File: src/hdl/rstsys_pkg.sv
/*
  Constants for the reset source capture and system options block:
  register indices, field positions, reset values and timing counts.
  Assumes a 100 MHz bus clock and an 8-bit register port.
*/
package rstsys_pkg;

  // Register indices on the register port
  localparam logic [1:0] IDX_STATUS  = 2'h0;
  localparam logic [1:0] IDX_FORCE   = 2'h1;
  localparam logic [1:0] IDX_OPTIONS = 2'h2;

  // Reset cause status field positions
  localparam int POR_BIT    = 7;
  localparam int PIN_BIT    = 6;
  localparam int WDOG_BIT   = 5;
  localparam int ILLOP_BIT  = 4;
  localparam int CLKGEN_BIT = 2;
  localparam int LOWV_BIT   = 1;

  // Forced reset field position
  localparam int FORCE_BIT = 0;

  // System options field positions
  localparam int OPT_WDOG_EN  = 7;
  localparam int OPT_WDOG_LEN = 6;
  localparam int OPT_STOP_EN  = 5;
  localparam int OPT_DBG_EN   = 1;
  localparam int OPT_RST_EN   = 0;

  localparam logic [7:0] STATUS_POR_VALUE = 8'h82;
  localparam logic [7:0] ZERO_BYTE        = 8'h00;

  localparam logic WDOG_EN_RESET  = 1'b1;
  localparam logic WDOG_LEN_RESET = 1'b1;
  localparam logic STOP_EN_RESET  = 1'b0;
  localparam logic DBG_EN_RESET   = 1'b1;
  localparam logic RST_EN_POR     = 1'b0;

  // Least time the internal reset is held, and its count of cycles
  localparam int CLK_PERIOD_NS = 10;
  localparam int HOLD_TIME_NS  = 40;
  localparam int HOLD_CYCLES   =
    (HOLD_TIME_NS + CLK_PERIOD_NS - 1) / CLK_PERIOD_NS;
  localparam logic [3:0] HOLD_COUNT = 4'(HOLD_CYCLES - 1);

  typedef enum logic {SEQ_RUN, SEQ_HOLD} seq_state_t;

endpackage

File: src/hdl/reset_source_and_system_options.sv
/*
  Reset source capture, debug forced reset and write-once system options.
  Assumes a single 100 MHz clock, rst_n as the power-on reset, and all
  reset source inputs synchronous to mclk. Read data is registered.
*/
`timescale 1ns/10ps
module reset_source_and_system_options
(
  input  wire logic       mclk,
  input  wire logic       rst_n,
  input  wire logic [1:0] reg_index,
  input  wire logic       reg_write,
  input  wire logic [7:0] reg_wdata,
  input  wire logic       reg_from_debug,
  output logic      [7:0] reg_rdata,
  input  wire logic       reset_terminal_n,
  input  wire logic       low_voltage_below,
  input  wire logic       low_voltage_detect_enable,
  input  wire logic       low_voltage_reset_enable,
  input  wire logic       low_voltage_stop_enable,
  input  wire logic       stop_mode,
  input  wire logic       watchdog_timeout,
  input  wire logic       illegal_opcode,
  input  wire logic       stop_instruction,
  input  wire logic       background_instruction,
  input  wire logic       background_mode_enable,
  input  wire logic       clock_generator_reset,
  input  wire logic       watchdog_clock_select,
  output logic            system_reset,
  output logic            watchdog_restart,
  output logic            watchdog_enable,
  output logic      [1:0] watchdog_period_code,
  output logic            stop_enable,
  output logic            debug_terminal_enable,
  output logic            reset_terminal_enable
);

  rstsys_pkg::seq_state_t state;
  rstsys_pkg::seq_state_t next_state;
  logic [7:0] status;
  logic [7:0] next_status;
  logic [7:0] pending;
  logic [7:0] next_pending;
  logic [3:0] hold_cnt;
  logic [3:0] next_hold_cnt;
  logic       next_system_reset;
  logic       wdog_len;
  logic       next_wdog_en;
  logic       next_wdog_len;
  logic       next_stop_en;
  logic       next_dbg_en;
  logic       next_rst_en;
  logic       written;
  logic       next_written;
  logic [1:0] next_period_code;
  logic [7:0] next_rdata;
  logic       next_restart;
  logic       lv_active;
  logic       pin_active;
  logic       illegal_hit;
  logic       wdog_hit;
  logic       force_hit;
  logic [7:0] src_bits;
  logic       in_run;

  assign in_run = (state == rstsys_pkg::SEQ_RUN);

  // Reset sources as seen this cycle
  always_comb
  begin
    lv_active   = low_voltage_detect_enable & low_voltage_reset_enable
                & low_voltage_below
                & (~stop_mode | low_voltage_stop_enable);
    pin_active  = reset_terminal_enable & ~reset_terminal_n;
    illegal_hit = illegal_opcode
                | (stop_instruction & ~stop_enable)
                | (background_instruction
                   & ~background_mode_enable);
    wdog_hit    = watchdog_timeout & watchdog_enable;
    force_hit   = reg_write & reg_from_debug
                & (reg_index == rstsys_pkg::IDX_FORCE)
                & reg_wdata[rstsys_pkg::FORCE_BIT];
    src_bits    = rstsys_pkg::ZERO_BYTE;
    src_bits[rstsys_pkg::PIN_BIT]    = pin_active;
    src_bits[rstsys_pkg::WDOG_BIT]   = wdog_hit;
    src_bits[rstsys_pkg::ILLOP_BIT]  = illegal_hit;
    src_bits[rstsys_pkg::CLKGEN_BIT] = clock_generator_reset;
    src_bits[rstsys_pkg::LOWV_BIT]   = lv_active;
  end

  // Reset sequencer and cause capture
  always_comb
  begin
    next_state    = state;
    next_pending  = pending;
    next_hold_cnt = hold_cnt;
    next_status   = status;
    unique case (state)
      rstsys_pkg::SEQ_RUN:
      begin
        if ((|src_bits) | force_hit)
        begin
          next_state    = rstsys_pkg::SEQ_HOLD;
          next_hold_cnt = rstsys_pkg::HOLD_COUNT;
          // Forced reset alone leaves every flag clear
          next_pending  = src_bits;
          next_pending[rstsys_pkg::POR_BIT] =
            lv_active & status[rstsys_pkg::POR_BIT];
        end
      end
      rstsys_pkg::SEQ_HOLD:
      begin
        next_pending = pending | src_bits;
        next_pending[rstsys_pkg::POR_BIT] = pending[rstsys_pkg::POR_BIT];
        if (hold_cnt != 4'h0)
        begin
          next_hold_cnt = hold_cnt - 4'h1;
        end
        else if (~pin_active & ~lv_active)
        begin
          next_state  = rstsys_pkg::SEQ_RUN;
          next_status = pending;
        end
      end
    endcase
    next_system_reset = (next_state == rstsys_pkg::SEQ_HOLD);
  end

  always_ff @(posedge mclk or negedge rst_n)
  begin
    if (!rst_n)
    begin
      state        <= rstsys_pkg::SEQ_HOLD;
      pending      <= rstsys_pkg::STATUS_POR_VALUE;
      status       <= rstsys_pkg::STATUS_POR_VALUE;
      hold_cnt     <= rstsys_pkg::HOLD_COUNT;
      system_reset <= 1'b1;
    end
    else
    begin
      state        <= next_state;
      pending      <= next_pending;
      status       <= next_status;
      hold_cnt     <= next_hold_cnt;
      system_reset <= next_system_reset;
    end
  end

  // Write-once system options
  always_comb
  begin
    next_wdog_en  = watchdog_enable;
    next_wdog_len = wdog_len;
    next_stop_en  = stop_enable;
    next_dbg_en   = debug_terminal_enable;
    next_rst_en   = reset_terminal_enable;
    next_written  = written;
    if (!in_run)
    begin
      next_wdog_en  = rstsys_pkg::WDOG_EN_RESET;
      next_wdog_len = rstsys_pkg::WDOG_LEN_RESET;
      next_stop_en  = rstsys_pkg::STOP_EN_RESET;
      next_dbg_en   = rstsys_pkg::DBG_EN_RESET;
      next_written  = 1'b0;
    end
    else if (reg_write & (reg_index == rstsys_pkg::IDX_OPTIONS)
             & ~written)
    begin
      next_wdog_en  = reg_wdata[rstsys_pkg::OPT_WDOG_EN];
      next_wdog_len = reg_wdata[rstsys_pkg::OPT_WDOG_LEN];
      next_stop_en  = reg_wdata[rstsys_pkg::OPT_STOP_EN];
      next_dbg_en   = reg_wdata[rstsys_pkg::OPT_DBG_EN];
      // Once set, only power-on clears the reset terminal
      next_rst_en   = reset_terminal_enable
                    | reg_wdata[rstsys_pkg::OPT_RST_EN];
      next_written  = 1'b1;
    end
    next_period_code = {watchdog_clock_select, wdog_len};
  end

  always_ff @(posedge mclk or negedge rst_n)
  begin
    if (!rst_n)
    begin
      watchdog_enable       <= rstsys_pkg::WDOG_EN_RESET;
      wdog_len              <= rstsys_pkg::WDOG_LEN_RESET;
      stop_enable           <= rstsys_pkg::STOP_EN_RESET;
      debug_terminal_enable <= rstsys_pkg::DBG_EN_RESET;
      reset_terminal_enable <= rstsys_pkg::RST_EN_POR;
      written               <= 1'b0;
      watchdog_period_code  <= 2'h0;
    end
    else
    begin
      watchdog_enable       <= next_wdog_en;
      wdog_len              <= next_wdog_len;
      stop_enable           <= next_stop_en;
      debug_terminal_enable <= next_dbg_en;
      reset_terminal_enable <= next_rst_en;
      written               <= next_written;
      watchdog_period_code  <= next_period_code;
    end
  end

  // Register read path and watchdog restart
  always_comb
  begin
    next_rdata = rstsys_pkg::ZERO_BYTE;
    unique case (reg_index)
      rstsys_pkg::IDX_STATUS:  next_rdata = status;
      rstsys_pkg::IDX_FORCE:   next_rdata = rstsys_pkg::ZERO_BYTE;
      rstsys_pkg::IDX_OPTIONS:
        next_rdata = {watchdog_enable, wdog_len, stop_enable, 3'h0,
                      debug_terminal_enable, reset_terminal_enable};
      default:                 next_rdata = rstsys_pkg::ZERO_BYTE;
    endcase
    next_restart = in_run & reg_write
                 & (reg_index == rstsys_pkg::IDX_STATUS);
  end

  always_ff @(posedge mclk or negedge rst_n)
  begin
    if (!rst_n)
    begin
      reg_rdata        <= rstsys_pkg::ZERO_BYTE;
      watchdog_restart <= 1'b0;
    end
    else
    begin
      reg_rdata        <= next_rdata;
      watchdog_restart <= next_restart;
    end
  end

  property p_status_stable;
    @(posedge mclk) disable iff (!rst_n)
    in_run && $past(in_run) |-> status == $past(status);
  endproperty
  a_status_stable: assert property (p_status_stable)
    else $error("status changed while running");

  property p_status_write;
    @(posedge mclk) disable iff (!rst_n)
    in_run && reg_write && reg_index == rstsys_pkg::IDX_STATUS
      |=> watchdog_restart && $stable(status);
  endproperty
  a_status_write: assert property (p_status_write)
    else $error("status write did not restart watchdog");

  property p_force_alone;
    @(posedge mclk) disable iff (!rst_n)
    in_run && force_hit && src_bits == 8'h00
      |=> system_reset && pending == 8'h00;
  endproperty
  a_force_alone: assert property (p_force_alone)
    else $error("forced reset set a flag or did not reset");

  property p_user_force_ignored;
    @(posedge mclk) disable iff (!rst_n)
    in_run && reg_write && !reg_from_debug && src_bits == 8'h00
      |=> !system_reset;
  endproperty
  a_user_force_ignored: assert property (p_user_force_ignored)
    else $error("user write caused a reset");

  property p_force_reads_zero;
    @(posedge mclk) disable iff (!rst_n)
    reg_index == rstsys_pkg::IDX_FORCE |=> reg_rdata == 8'h00;
  endproperty
  a_force_reads_zero: assert property (p_force_reads_zero)
    else $error("forced reset register read nonzero");

  property p_options_once;
    @(posedge mclk) disable iff (!rst_n)
    in_run && written && reg_write
      && reg_index == rstsys_pkg::IDX_OPTIONS
      |=> $stable(watchdog_enable) && $stable(stop_enable)
          && $stable(debug_terminal_enable);
  endproperty
  a_options_once: assert property (p_options_once)
    else $error("second options write was honoured");

  property p_stop_illegal;
    @(posedge mclk) disable iff (!rst_n)
    in_run && stop_instruction && !stop_enable && !lv_active
      |=> system_reset && pending[4] && !pending[7];
  endproperty
  a_stop_illegal: assert property (p_stop_illegal)
    else $error("disabled stop did not give illegal reset");

  property p_lv_needs_enable;
    @(posedge mclk) disable iff (!rst_n)
    in_run && !low_voltage_reset_enable && !force_hit
      && !pin_active && !wdog_hit && !illegal_hit
      && !clock_generator_reset |=> !system_reset;
  endproperty
  a_lv_needs_enable: assert property (p_lv_needs_enable)
    else $error("low-voltage reset without its enable");

  property p_defaults_after_reset;
    @(posedge mclk) disable iff (!rst_n)
    $fell(system_reset) |-> watchdog_enable && debug_terminal_enable
      && !stop_enable && !written;
  endproperty
  a_defaults_after_reset: assert property (p_defaults_after_reset)
    else $error("options not at defaults after reset");

  property p_rst_terminal_sticky;
    @(posedge mclk) disable iff (!rst_n)
    reset_terminal_enable |=> reset_terminal_enable;
  endproperty
  a_rst_terminal_sticky: assert property (p_rst_terminal_sticky)
    else $error("reset terminal enable cleared without power-on");

  property p_pin_reset;
    @(posedge mclk) disable iff (!rst_n)
    in_run && pin_active |=> system_reset && pending[6];
  endproperty
  a_pin_reset: assert property (p_pin_reset)
    else $error("terminal reset not captured");

endmodule

File: config.mk
export PLATFORM = sky130hd
export DESIGN_NAME = reset_source_and_system_options
export DESIGN_NICKNAME = d
export VERILOG_FILES = /design/src/hdl/rstsys_pkg.sv /design/src/hdl/reset_source_and_system_options.sv
export SDC_FILE = /design/constraint.sdc
export NUM_CORES = 1
export LEC_CHECK = 0
export ABC_AREA = 1
export BUFFER_PORTS_ARGS = -buffer_cell sky130_fd_sc_hd__buf_2
export CAP_MARGIN = 0
export CORE_UTILIZATION = 54
export DETAILED_ROUTE_END_ITERATION = 8
export MAX_ROUTING_LAYER = met4
export PLACE_DENSITY_LB_ADDON = 0.2
export SLEW_MARGIN = 20
export SYNTH_ARGS = -nofsm -noshare
export SYNTH_HDL_FRONTEND = slang
export SYNTH_SLANG_ARGS = --single-unit
File: constraint.sdc
create_clock -name mclk -period 3.98 [get_ports mclk]
set_clock_uncertainty 0.15 [all_clocks]
set_input_delay 1.194 -clock mclk [delete_from_list [all_inputs] [get_ports mclk]]
set_output_delay 1.194 -clock mclk [all_outputs]
set_load 0.02 [all_outputs]
# After elaboration in Yosys (flattened, before gate mapping)
# Cells that the tools add are included.
# op_classes
add_sub_neg	1
eq_ne	4
mux	20
bitwise	31
n_reduce_logical	8
# op_table
op	count
$pmux 8 s2	2
$and 1x1->1	16
$mux 1	13
$not 1->1	9
$mux 4	2
$mux 8	1
$pmux 4 s2	1
$or 7x7->7	1
$reduce_and 2->1	3
$or 1x1->1	5
$reduce_or 5->1	1
$ne 2x1->1 const B	2
$reduce_bool 4->1	1
$sub 4x1->4 const B	1
$reduce_and 3->1	1
$eq 2x1->1 const B	1
$eq 2x2->1 const B	1
$logic_not 2->1	1
$pmux 1 s2	1
$reduce_bool 2->1	1
# totals
reg_bits	38
input_bits	27
output_inout_bits	16
elab_cells	78

# Logic depth before layout (Yosys ltp)
# Gate-level depths: netlist of the first run.
# depth
word_depth	8
depth_mapped	8
mapped_depth_nobuf	8

# Worst setup path before layout of the first run
# Ideal clock, no wire load.
# synth_timing
path_type	in2reg
startpoint	in stop_mode
endpoint	reg hold_cnt[2]
setup_ps	74
t_arrival_ps	1872
required_ps	3756
path_slack_ps	1884
stages	8
path_buffers	0
path_cell_list	inv_1 nor2_4 nor2_2 nor2_4 nand3_2 nand2_4 nand2_1 o21ai_2
# synth_via
elab_chain_cells	7
# synth_lines
element	line_no	text
start: declaration	reset_source_and_system_options.sv:21	input wire logic stop_mode,
$not 1->1	reset_source_and_system_options.sv:73	& (~stop_mode | low_voltage_stop_enable);
$or 1x1->1	reset_source_and_system_options.sv:73	
$and 1x1->1	reset_source_and_system_options.sv:73	
$reduce_or 5->1	reset_source_and_system_options.sv:101	if ((|src_bits) | force_hit)
$or 1x1->1	reset_source_and_system_options.sv:101	
$ne 2x1->1 (no line)	-	
$reduce_and 2->1 (no line)	-	
end signal: assignment	reset_source_and_system_options.sv:136	hold_cnt <= rstsys_pkg::HOLD_COUNT;
end signal: assignment	reset_source_and_system_options.sv:144	hold_cnt <= next_hold_cnt;
end: declaration	reset_source_and_system_options.sv:44	logic [3:0] hold_cnt;
# Every way passes these cells.
# A chain may end at the register's enable or synchronous reset.

==> flow_summary_export.csv, run 1 <==
group,metric,value,unit
outcome,status,"finished, final reports clean",
power_and_ir_drop,irDropWorstVdd,0.4326,mV
floorplan,die_w,54.31,um
placed_design,dp_hpwl,2202,um
synthesis,syn_inst,160,
clock_tree,cts-root-buf,"clkbuf_4",
clock_tree,cts_tree,"yes",
synthesis,synth_area,0.001478,mm2
global_route,gr-total-overflow,0,
setup_path,cp_max_fo,8,
layout,register_area,863.3,um2
global_route,grt_pass1_vias,1169,
layout,n_fill_cell,209,
layout,antennaDiodeCount,0,
placed_design,place_area,0.001710,mm2
timing,finalSetupViolations,0,
setup_path,end_kind,"primary output",
layout,syn2layout_area_growth,19.05,%
setup_path,critPathTopFamily,"flip-flops",
placed_design,gp_congestion,0.8531,
layout,layout-drive-gt1-share,0.3478,
detailed_routing,routed_wl,2935,um
clock_tree,clk_latency,330,ps
layout,multi_input_area,530.5,um2
detailed_routing,antenna_left,0,
clock_tree,cts.path.max_buffers,2,
detailed_routing,drtIter0Drc,32,
layout,fin_area,0.001759,mm2
timing,hold_violations,0,
setup_path,cp.required,2640,ps
power_and_ir_drop,power_density,501.6,mW/mm2
clock_tree,path_clk_slew,100,ps
setup_path,cp_data_arrival_time,1170,ps
clock_tree,cts_sinks,34,
global_route,grt_pass1_wl,4816,um
timing,slew_violations,0,
timing,max_freq,0.3984,GHz
detailed_routing,wl_per_cell,12.38,um
floorplan,row_count,18,
synthesis,yosys_register_bits,34,
setup_path,worst_setup_path_start_kind,"flip-flop",
synthesis,ys_seq_area_frac,0.5843,
floorplan,dieArea,0.002950,mm2
clock_tree,cts_buffers,5,
clock_tree,h-tree-depth,2,
floorplan,start_util,0.5858,
synthesis,synth_cell_types,23,
worst_hold_path,hold_class,"flip-flop to flip-flop",
synthesis,syn_nets,188,
clock_tree,cts_setup_buffers,0,
layout,nNetsFinal,234,
power_and_ir_drop,p_leak,0.9708,nW
global_route,grt_max_degree,35,
timing,rsz0062_at_grt,"false",
timing,relSlewSlack,0.5247,
clock_tree,cts_resized,0,
setup_path,slowest_delay,640,ps
detailed_routing,drc_errors,0,
clock_tree,hold_buffers,0,
synthesis,ys.warnings.count,0,
placed_design,io_buffers,39,
detailed_routing,vias,1227,
timing,setup_tns,0,ps
timing,worst_pin_slew,712.9,ps
setup_path,critPathKind,"flip-flop to primary output",
layout,final_util,0.6974,
timing,fin_crit_sh,0.6307,
floorplan,ios,43,
global_route,antenna_found_initial,0,
timing,hold-worst-slack,260.2,ps
setup_path,crit_buf_inv,1,
flow_run,maxCapViolCount,0,
floorplan,core-area,0.002522,mm2
global_route,gr-usage-all-layers,0.2517,
setup_path,cp_cell_sequence,"buf_2",
timing,period_minus_slack,2510,ps
detailed_routing,viasPerCell,5.177,
setup_path,cp_slowest_cell,"dfstp_2",
detailed_routing,dr.pass1.iters,4,
floorplan,fp.dieH,54.31,um
synthesis,syn_area_per_cell,9.235,um2
==> layer usage <==
metal | GRT usage | share of wire | up-vias
li1 | - | - | 596
met1 | 0.3013 | 0.45 | 581
met2 | 0.3699 | 0.48 | 43
met3 | 0.06389 | 0.052 | 7
met4 | 0.1752 | 0.020 | 0
met5 | - | 0 | -
==> synth_stat cells <==
| cell type | n | area [um2] |
|---|---|---|
| a22o_1 | 1 | 8.760 |
| nand3_1 | 15 | 75.07 |
| nor2_2 | 1 | 6.260 |
| nand2_1 | 41 | 153.9 |
| o21ai_0 | 4 | 20.02 |
| o21ai_1 | 1 | 5.000 |
| inv_1 | 18 | 67.56 |
| dfrtp_1 | 24 | 600.6 |
| clkinv_2 | 1 | 5.000 |
| a21oi_1 | 7 | 35.03 |
| nand2_4 | 3 | 33.78 |
| ha_1 | 1 | 12.51 |
| o21ai_2 | 3 | 26.28 |
| dfstp_2 | 10 | 262.8 |
| and2_1 | 1 | 6.260 |
| nor2_4 | 2 | 22.52 |
| nand4_2 | 1 | 12.51 |
| inv_2 | 3 | 11.26 |
| conb_1 | 1 | 3.750 |
| nor2_1 | 17 | 63.81 |
| nor3_1 | 1 | 5.000 |
| nand3_2 | 3 | 30.03 |
| nor3_2 | 1 | 10.01 |
==> worst reg2reg max path: stages (launching register included) <==
cell,delay (ps)
dfstp_2,540
inv_1,60
ha_1,240
nand4_2,140
nand2_1,140
a21oi_1,140
o21ai_0,90
o21ai_1,70
==> registers in the layout, summed over array words and instances (netlist names) <==
signal and cells:
debug_terminal_enable 1, status 6, watchdog_restart 1, state 1, reset_terminal_enable 1, hold_cnt 4, watchdog_enable 1, stop_enable 1
written 1, watchdog_period_code 2, pending 6, wdog_len 1, reg_rdata 8
==> metrics by stage <==
step | worst slack [ps] | instances | power (mW)
5_1_grt | 1426 | 237 | 0.9468
6_report | 1470 | 237 | 0.8823
3_3_place_gp | 1710 | 229 | 0.6935
4_1_cts | 1459 | 237 | 0.8881
2_1_floorplan | 1884 | 160 | 0.6388
3_5_place_dp | 1644 | 229 | 0.7135
==> logic make-up (layout without fill, tap and decap cells) <==
family                     count (synthesis)  after routing  synth area share
DFF                                       34             34            0.5843
buffers and inverters                     22             69           0.05672
AOI/OAI and AO/OA                         16             16           0.06435
and+or+nand+nor                           86             86            0.2837
other                                      1              1          0.002538
adders and majority gates                  1              1          0.008466
==> power breakdown <==
part	switching [mW]	total, mW	internal (mW)	leakage (nW)
Combinational	0.159	0.250	0.0909	0.565
Clock	0.106	0.176	0.0703	0.0265
Sequential	0.0311	0.456	0.425	0.379
==> cell usage in the layout (no fill, tap or decap), drive strengths merged <==
cell type | netlist | routed
and2 | 1 | 1
ha | 1 | 1
nor2 | 20 | 20
nand4 | 1 | 1
clkinv | 1 | 1
clkbuf | 0 | 8
nor3 | 2 | 2
a21oi | 7 | 7
conb | 1 | 1
a22o | 1 | 1
o21ai | 8 | 8
dfstp | 10 | 10
inv | 21 | 21
nand2 | 44 | 44
nand3 | 18 | 18
dfrtp | 24 | 24
buf | 0 | 39
==> final cells by class <==
| class | count | area share |
|---|---|---|
| well taps | 30 | 0.02134 |
| repair buffers | 39 | 0.1110 |
| multi-input cells | 104 | 0.3016 |
| clock buffers | 8 | 0.02774 |
| flip-flops and latches | 34 | 0.4908 |
| inverters | 22 | 0.04765 |
==> path summary, 6_finish.rpt <==
path | start | end | slack [ps] | cells past startpoint
setup / recovery | state | system_reset | 1470 | 1
hold / removal | wdog_len | watchdog_period_code[0] | 260 | 0
setup reg to reg | hold_cnt[0] | hold_cnt[3] | 2330 | 7
hold reg to reg | wdog_len | watchdog_period_code[0] | 260 | 0
max in group asynchronous | rst_n | reg_rdata[1] | 2460 | 1
min in group asynchronous | rst_n | watchdog_period_code[0] | 750 | 1
Power figures use the tool's default switching activity.
==> inputs of run 2 (changes only) <==
- ABC_AREA: 1 -> 0
- CORE_UTILIZATION: 54 -> 50
- clock period: 3.98 -> 2.5 ns (I/O delays scaled with it)
==> run 2 against run 1 <==
Sequential cell count is the same. Via count shrank 16%. Sequential power grew 87%. Synthesized cell count shrank 26%. Clock power grew 81%. Non-clock buffer count is the same. Worst setup slack lost 1200 ps. Power grew 93%. Critical path depth is the same. Largest power group unchanged.
==> flow_summary_export.csv, run 2 <==
group,metric,value,unit
outcome,status,"finished, final reports clean",
synthesis,yosysMostFrequentCell,"dfrtp_1",
detailed_routing,drtIter0Drc,40,
placed_design,gp_congestion,0.7424,
timing,hold-worst-slack,273.1,ps
clock_tree,cts_buffers,5,
power_and_ir_drop,p_leak,0.8213,nW
synthesis,synth_ff_type,"dfrtp_1",
synthesis,yosys.area.top_type,"dfrtp_1",
power_and_ir_drop,total_power,1.700,mW
floorplan,row_count,19,
layout,antennaDiodeCount,0,
clock_tree,cts.path.max_buffers,2,
synthesis,syn_area_per_cell,12.24,um2
layout,syn2layout_area_growth,19.07,%
floorplan,fp.dieH,55.97,um
floorplan,start_util,0.5281,
timing,relSlewSlack,0.5195,
setup_path,cp_cell_sequence,"buf_2",
power_and_ir_drop,irDropWorstVdd,0.7026,mV
setup_path,cp_data_arrival_time,1300,ps
layout,nNetsFinal,190,
floorplan,die_w,55.97,um
timing,fin_crit_sh,0.8785,
layout,fin_cells,194,
detailed_routing,vias,1035,
placed_design,placed_cells,186,
clock_tree,cts_sinks,34,
setup_path,crit_buf_inv,1,
synthesis,async_reset_ff_frac,1.000,
synthesis,syn_inst,119,
setup_path,cp_slowest_cell,"dfstp_2",
clock_tree,cts-root-buf,"clkbuf_4",
flow_run,maxCapViolCount,0,
global_route,grt_pass1_vias,1073,
synthesis,synth_top_area_share,0.4124,
timing,rsz0062_at_grt,"false",
timing,setup_tns,0,ps
detailed_routing,routed_wl,2708,um
timing,finalSetupViolations,0,
setup_path,critPathKind,"flip-flop to primary output",
layout,final_common_cell,"buf_2",
floorplan,dieArea,0.003133,mm2
synthesis,synth_common_cells,"dfrtp_1, inv_1, nor2_1",
setup_path,end_kind,"primary output",
synthesis,ys.warnings.count,0,
synthesis,synth_area,0.001456,mm2
layout,layout-drive-gt1-share,0.4294,
floorplan,ios,43,
clock_tree,clk_latency,340,ps
clock_tree,cts_tree,"yes",
detailed_routing,drc_errors,0,
global_route,grt_pass1_wl,4671,um
clock_tree,path_clk_slew,100,ps
layout,regMostFlops,"reg_rdata",
synthesis,syn_nets,147,
placed_design,dp_hpwl,1943,um
detailed_routing,dr.pass1.iters,5,
synthesis,yosys_register_bits,34,
clock_tree,h-tree-depth,2,
synthesis,synth.area.top_cells,"dfrtp_1, dfstp_2, mux2_2",
timing,max_freq,0.4553,GHz
synthesis,ys_seq_area_frac,0.5928,
floorplan,core-area,0.002758,mm2
global_route,gr-usage-all-layers,0.2047,
setup_path,critPathTopFamily,"flip-flops",
clock_tree,cts_resized,0,
global_route,antenna_found_initial,0,
timing,worst_pin_slew,720.8,ps
synthesis,synth_cell_types,40,
worst_hold_path,hold_class,"flip-flop to flip-flop",
clock_tree,cts_setup_buffers,0,
layout,reg.largest.list,"reg_rdata: 8 flops, pending: 6 flops, status: 6 flops",
timing,slew_violations,0,
detailed_routing,antenna_left,0,
setup_path,cp.required,1600,ps
power_and_ir_drop,power_density,980.1,mW/mm2
setup_path,cp_max_fo,15,
clock_tree,hold_buffers,0,
timing,hold_violations,0,
detailed_routing,viasPerCell,5.335,
timing,period_minus_slack,2196,ps
layout,final_cell_mix,"buf_2, dfrtp_1, inv_1, nor2_1, dfstp_2",
placed_design,io_buffers,39,
layout,largest_reg_flops,8,
layout,n_fill_cell,245,
synthesis,synth-edff-count,0,
setup_path,worst_setup_path_start_kind,"flip-flop",
global_route,gr-total-overflow,0,
setup_path,slowest_delay,730,ps
global_route,grt_max_degree,35,
detailed_routing,wl_per_cell,13.96,um
==> run 2: cell type report <==
type,instances,area [um2],share of cell area
Multi-Input combinational cell,67,520.5,0.3001
Tap cell,31,38.79,0.02237
Clock buffer,7,55.05,0.03175
Clock inverter,1,5.005,0.002886
Timing Repair Buffer,39,195.2,0.1126
Sequential cell,34,863.3,0.4978
Inverter,15,56.30,0.03247
==> run 2: final timing paths <==
| kind | from | end | slack (ps) | cells after the start |
|---|---|---|---|---|
| setup / recovery | state | system_reset | 300 | 1 |
| hold / removal | wdog_len | watchdog_period_code[0] | 270 | 0 |
| setup reg to reg | hold_cnt[0] | hold_cnt[0] | 630 | 6 |
| hold reg to reg | wdog_len | watchdog_period_code[0] | 270 | 0 |
| max in group asynchronous | rst_n | hold_cnt[2] | 1430 | 1 |
| min in group asynchronous | rst_n | reg_rdata[3] | 300 | 1 |
==> run 2: power breakdown <==
part	switching, mW	leakage, nW	internal, mW
registers	0.108	0.378	0.745
clock network	0.182	0.0353	0.136
logic	0.286	0.408	0.242
total	0.576	0.821	1.12
==> run 2: per-layer routing <==
| layer | part of all wire | track usage |
|---|---|---|
| met1 | 0.43 | 0.2457 |
| met2 | 0.48 | 0.3129 |
| met3 | 0.070 | 0.04651 |
| met4 | 0.014 | 0.1289 |
| met5 | 0 | - |
==> run 2: kinds of logic (layout without fill, tap and decap cells) <==
family | Yosys count | count (layout) | synth area share
flops | 34 | 34 | 0.5928
simple gates | 31 | 31 | 0.1323
compound gates | 23 | 23 | 0.1349
buf+inv | 18 | 62 | 0.04982
mux | 10 | 10 | 0.07302
fa+ha+maj | 1 | 1 | 0.008590
other cells | 1 | 1 | 0.002575
xor+xnor | 1 | 1 | 0.006015
==> run 2: metrics by stage <==
step / instance area [um2] / utilization / setup WS [ps]
after global placement: 1674 / 0.6071 / 438.4
after floorplan: 1456 / - / 677.1
after detailed placement: 1674 / 0.6071 / 426.8
after CTS: 1734 / 0.6289 / 289.8
after global routing: 1734 / 0.6289 / 250.8
final: 1734 / 0.6289 / 303.8
==> inputs of run 3 (changes only) <==
- CELL_PAD_IN_SITES_DETAIL_PLACEMENT: default -> 0
- CELL_PAD_IN_SITES_GLOBAL_PLACEMENT: default -> 1
- CORE_UTILIZATION: 50 -> 39
==> run 3 against run 2 <==
Sequential power grew 0.6%. Sequential cell count unchanged. Global-route usage fell by 4.2 points. Clock power is 28% higher.
==> flow_summary_export.csv, run 3 (synthesized netlist as in run 2, its figures left out) <==
group,metric,value,unit
power_and_ir_drop,p_int,1.211,mW
layout,antennaDiodeCount,0,
setup_path,cp_data_arrival_time,1250,ps
placed_design,dp_hpwl,1968,um
placed_design,gp_congestion,0.7179,
clock_tree,clk_latency,280,ps
power_and_ir_drop,power_frac_comb,0.291,
worst_hold_path,hold_class,"flip-flop to flip-flop",
power_and_ir_drop,irDropWorstVdd,0.4928,mV
power_and_ir_drop,p_leak,0.8315,nW
timing,hold_violations,0,
power_and_ir_drop,clock_power_share,0.228,
layout,largest_reg_flops,8,
detailed_routing,wl_per_cell,13.22,um
detailed_routing,top_layer,"met4",
setup_path,critPathKind,"flip-flop to primary output",
detailed_routing,wl_met1,1249,um
detailed_routing,routed_wl,2763,um
detailed_routing,viasPerCell,4.885,
clock_tree,cts_setup_buffers,0,
timing,fin_crit_sh,0.8618,
detailed_routing,antenna_left,0,
setup_path,cp_cell_sequence,"buf_2",
global_route,grt_pass1_wl,4657,um
setup_path,cp.required,1600,ps
timing,setup_tns,0,ps
detailed_routing,dr.pass1.iters,2,
clock_tree,path_clk_slew,60,ps
detailed_routing,drtIter0Drc,13,
setup_path,cp_max_fo,15,
layout,layout-drive-gt1-share,0.4233,
detailed_routing,met2WireLength,1298,um
timing,max_freq,0.4641,GHz
setup_path,critPathTopFamily,"flip-flops",
clock_tree,cts_buffers,5,
clock_tree,cts-root-buf,"clkbuf_8",
layout,regMostFlops,"reg_rdata",
setup_path,worst_setup_path_start_kind,"flip-flop",
layout,syn2layout_area_growth,22.42,%
clock_tree,hold_buffers,0,
global_route,gr-total-overflow,0,
layout,reg.largest.list,"reg_rdata: 8 flops, pending: 6 flops, status: 6 flops",
outcome,status,"finished, final reports clean",
timing,hold-worst-slack,263.9,ps
layout,final_common_cell,"buf_2",
global_route,antenna_found_initial,0,
floorplan,core-area,0.003468,mm2
clock_tree,cts_tree,"yes",
global_route,grt_pass1_vias,1022,
placed_design,io_buffers,39,
timing,finalSetupViolations,0,
timing,relSlewSlack,0.5078,
global_route,gr-usage-all-layers,0.1632,
power_and_ir_drop,switching_power,0.5743,mW
timing,period_minus_slack,2155,ps
floorplan,row_count,21,
power_and_ir_drop,power_density,1001,mW/mm2
detailed_routing,drc_errors,0,
detailed_routing,vias,1021,
clock_tree,h-tree-depth,2,
setup_path,crit_buf_inv,1,
layout,final_cell_mix,"buf_2, dfrtp_1, inv_1, nor2_1, dfstp_2",
detailed_routing,wl_met3,159,um
timing,worst_pin_slew,738.3,ps
global_route,grt_max_degree,35,
timing,slew_violations,0,
setup_path,slowest_delay,740,ps
layout,nNetsFinal,190,
setup_path,cp_slowest_cell,"dfstp_2",
layout,fin_area,0.001783,mm2
timing,rsz0062_at_grt,"false",
clock_tree,cts_sinks,34,
clock_tree,cts_resized,0,
floorplan,start_util,0.4199,
clock_tree,cts.path.max_buffers,2,
floorplan,fp.dieH,63.11,um
floorplan,dieArea,0.003983,mm2
placed_design,place_area,0.001693,mm2
power_and_ir_drop,p_seq_frac,0.480,
floorplan,die_w,63.11,um
floorplan,ios,43,
setup_path,end_kind,"primary output",
flow_run,maxCapViolCount,0,
power_and_ir_drop,p_sw_frac,0.3217,
-- run 3: cell count changes in the layout (fill, tap and decap cells not counted) --
cell      change
clkbuf_1      +1
clkbuf_8      +5
clkbuf_4      -5
clkinv_2      -1
-- run 3: power groups by stage --
stage / logic [mW] / clock network, mW / registers, mW
detailed placement: 0.525 / 0 / 0.867
floorplan: 0.342 / 0 / 0.887
finish: 0.520 / 0.408 / 0.858
global route: 0.583 / 0.453 / 0.878
CTS: 0.526 / 0.431 / 0.858
global placement: 0.509 / 0 / 0.861
-- run 3: metrics by stage --
stage | utilization | std cells | setup WS [ps] | power, mW
after floorplan | - | 119 | 677.1 | 1.229
after global placement | 0.4881 | 201 | 418.3 | 1.371
after detailed placement | 0.4881 | 201 | 386.7 | 1.392
after CTS | 0.5141 | 209 | 335.6 | 1.815
after global routing | 0.5141 | 209 | 312.0 | 1.915
final | 0.5141 | 209 | 345.5 | 1.786
-- run 3: final cells by class --
cell class	count	area, um2
timing repair buffer	39	195.2
clock buffer	8	90.09
sequential	34	863.3
fill	347	1685
multi-input combinational	67	520.5
inverter	15	56.30
tap	46	57.56
-- run 3: routing by layer --
metal  vias to the layer above  GRT usage
li1                        490          -
met1                       494     0.1850
met2                        32     0.2487
met3                         5    0.05616
met4                         0    0.09593
met5                         -          -
-- run 3: worst paths after layout --
path	from	to	slack [ps]	cells after the start
min in group asynchronous	rst_n	reg_rdata[2]	380	1
max reg2reg	hold_cnt[0]	hold_cnt[0]	650	6
max in group asynchronous	rst_n	hold_cnt[2]	1350	1
min	wdog_len	watchdog_period_code[0]	260	0
max	state	system_reset	350	1
min reg2reg	wdog_len	watchdog_period_code[0]	260	0
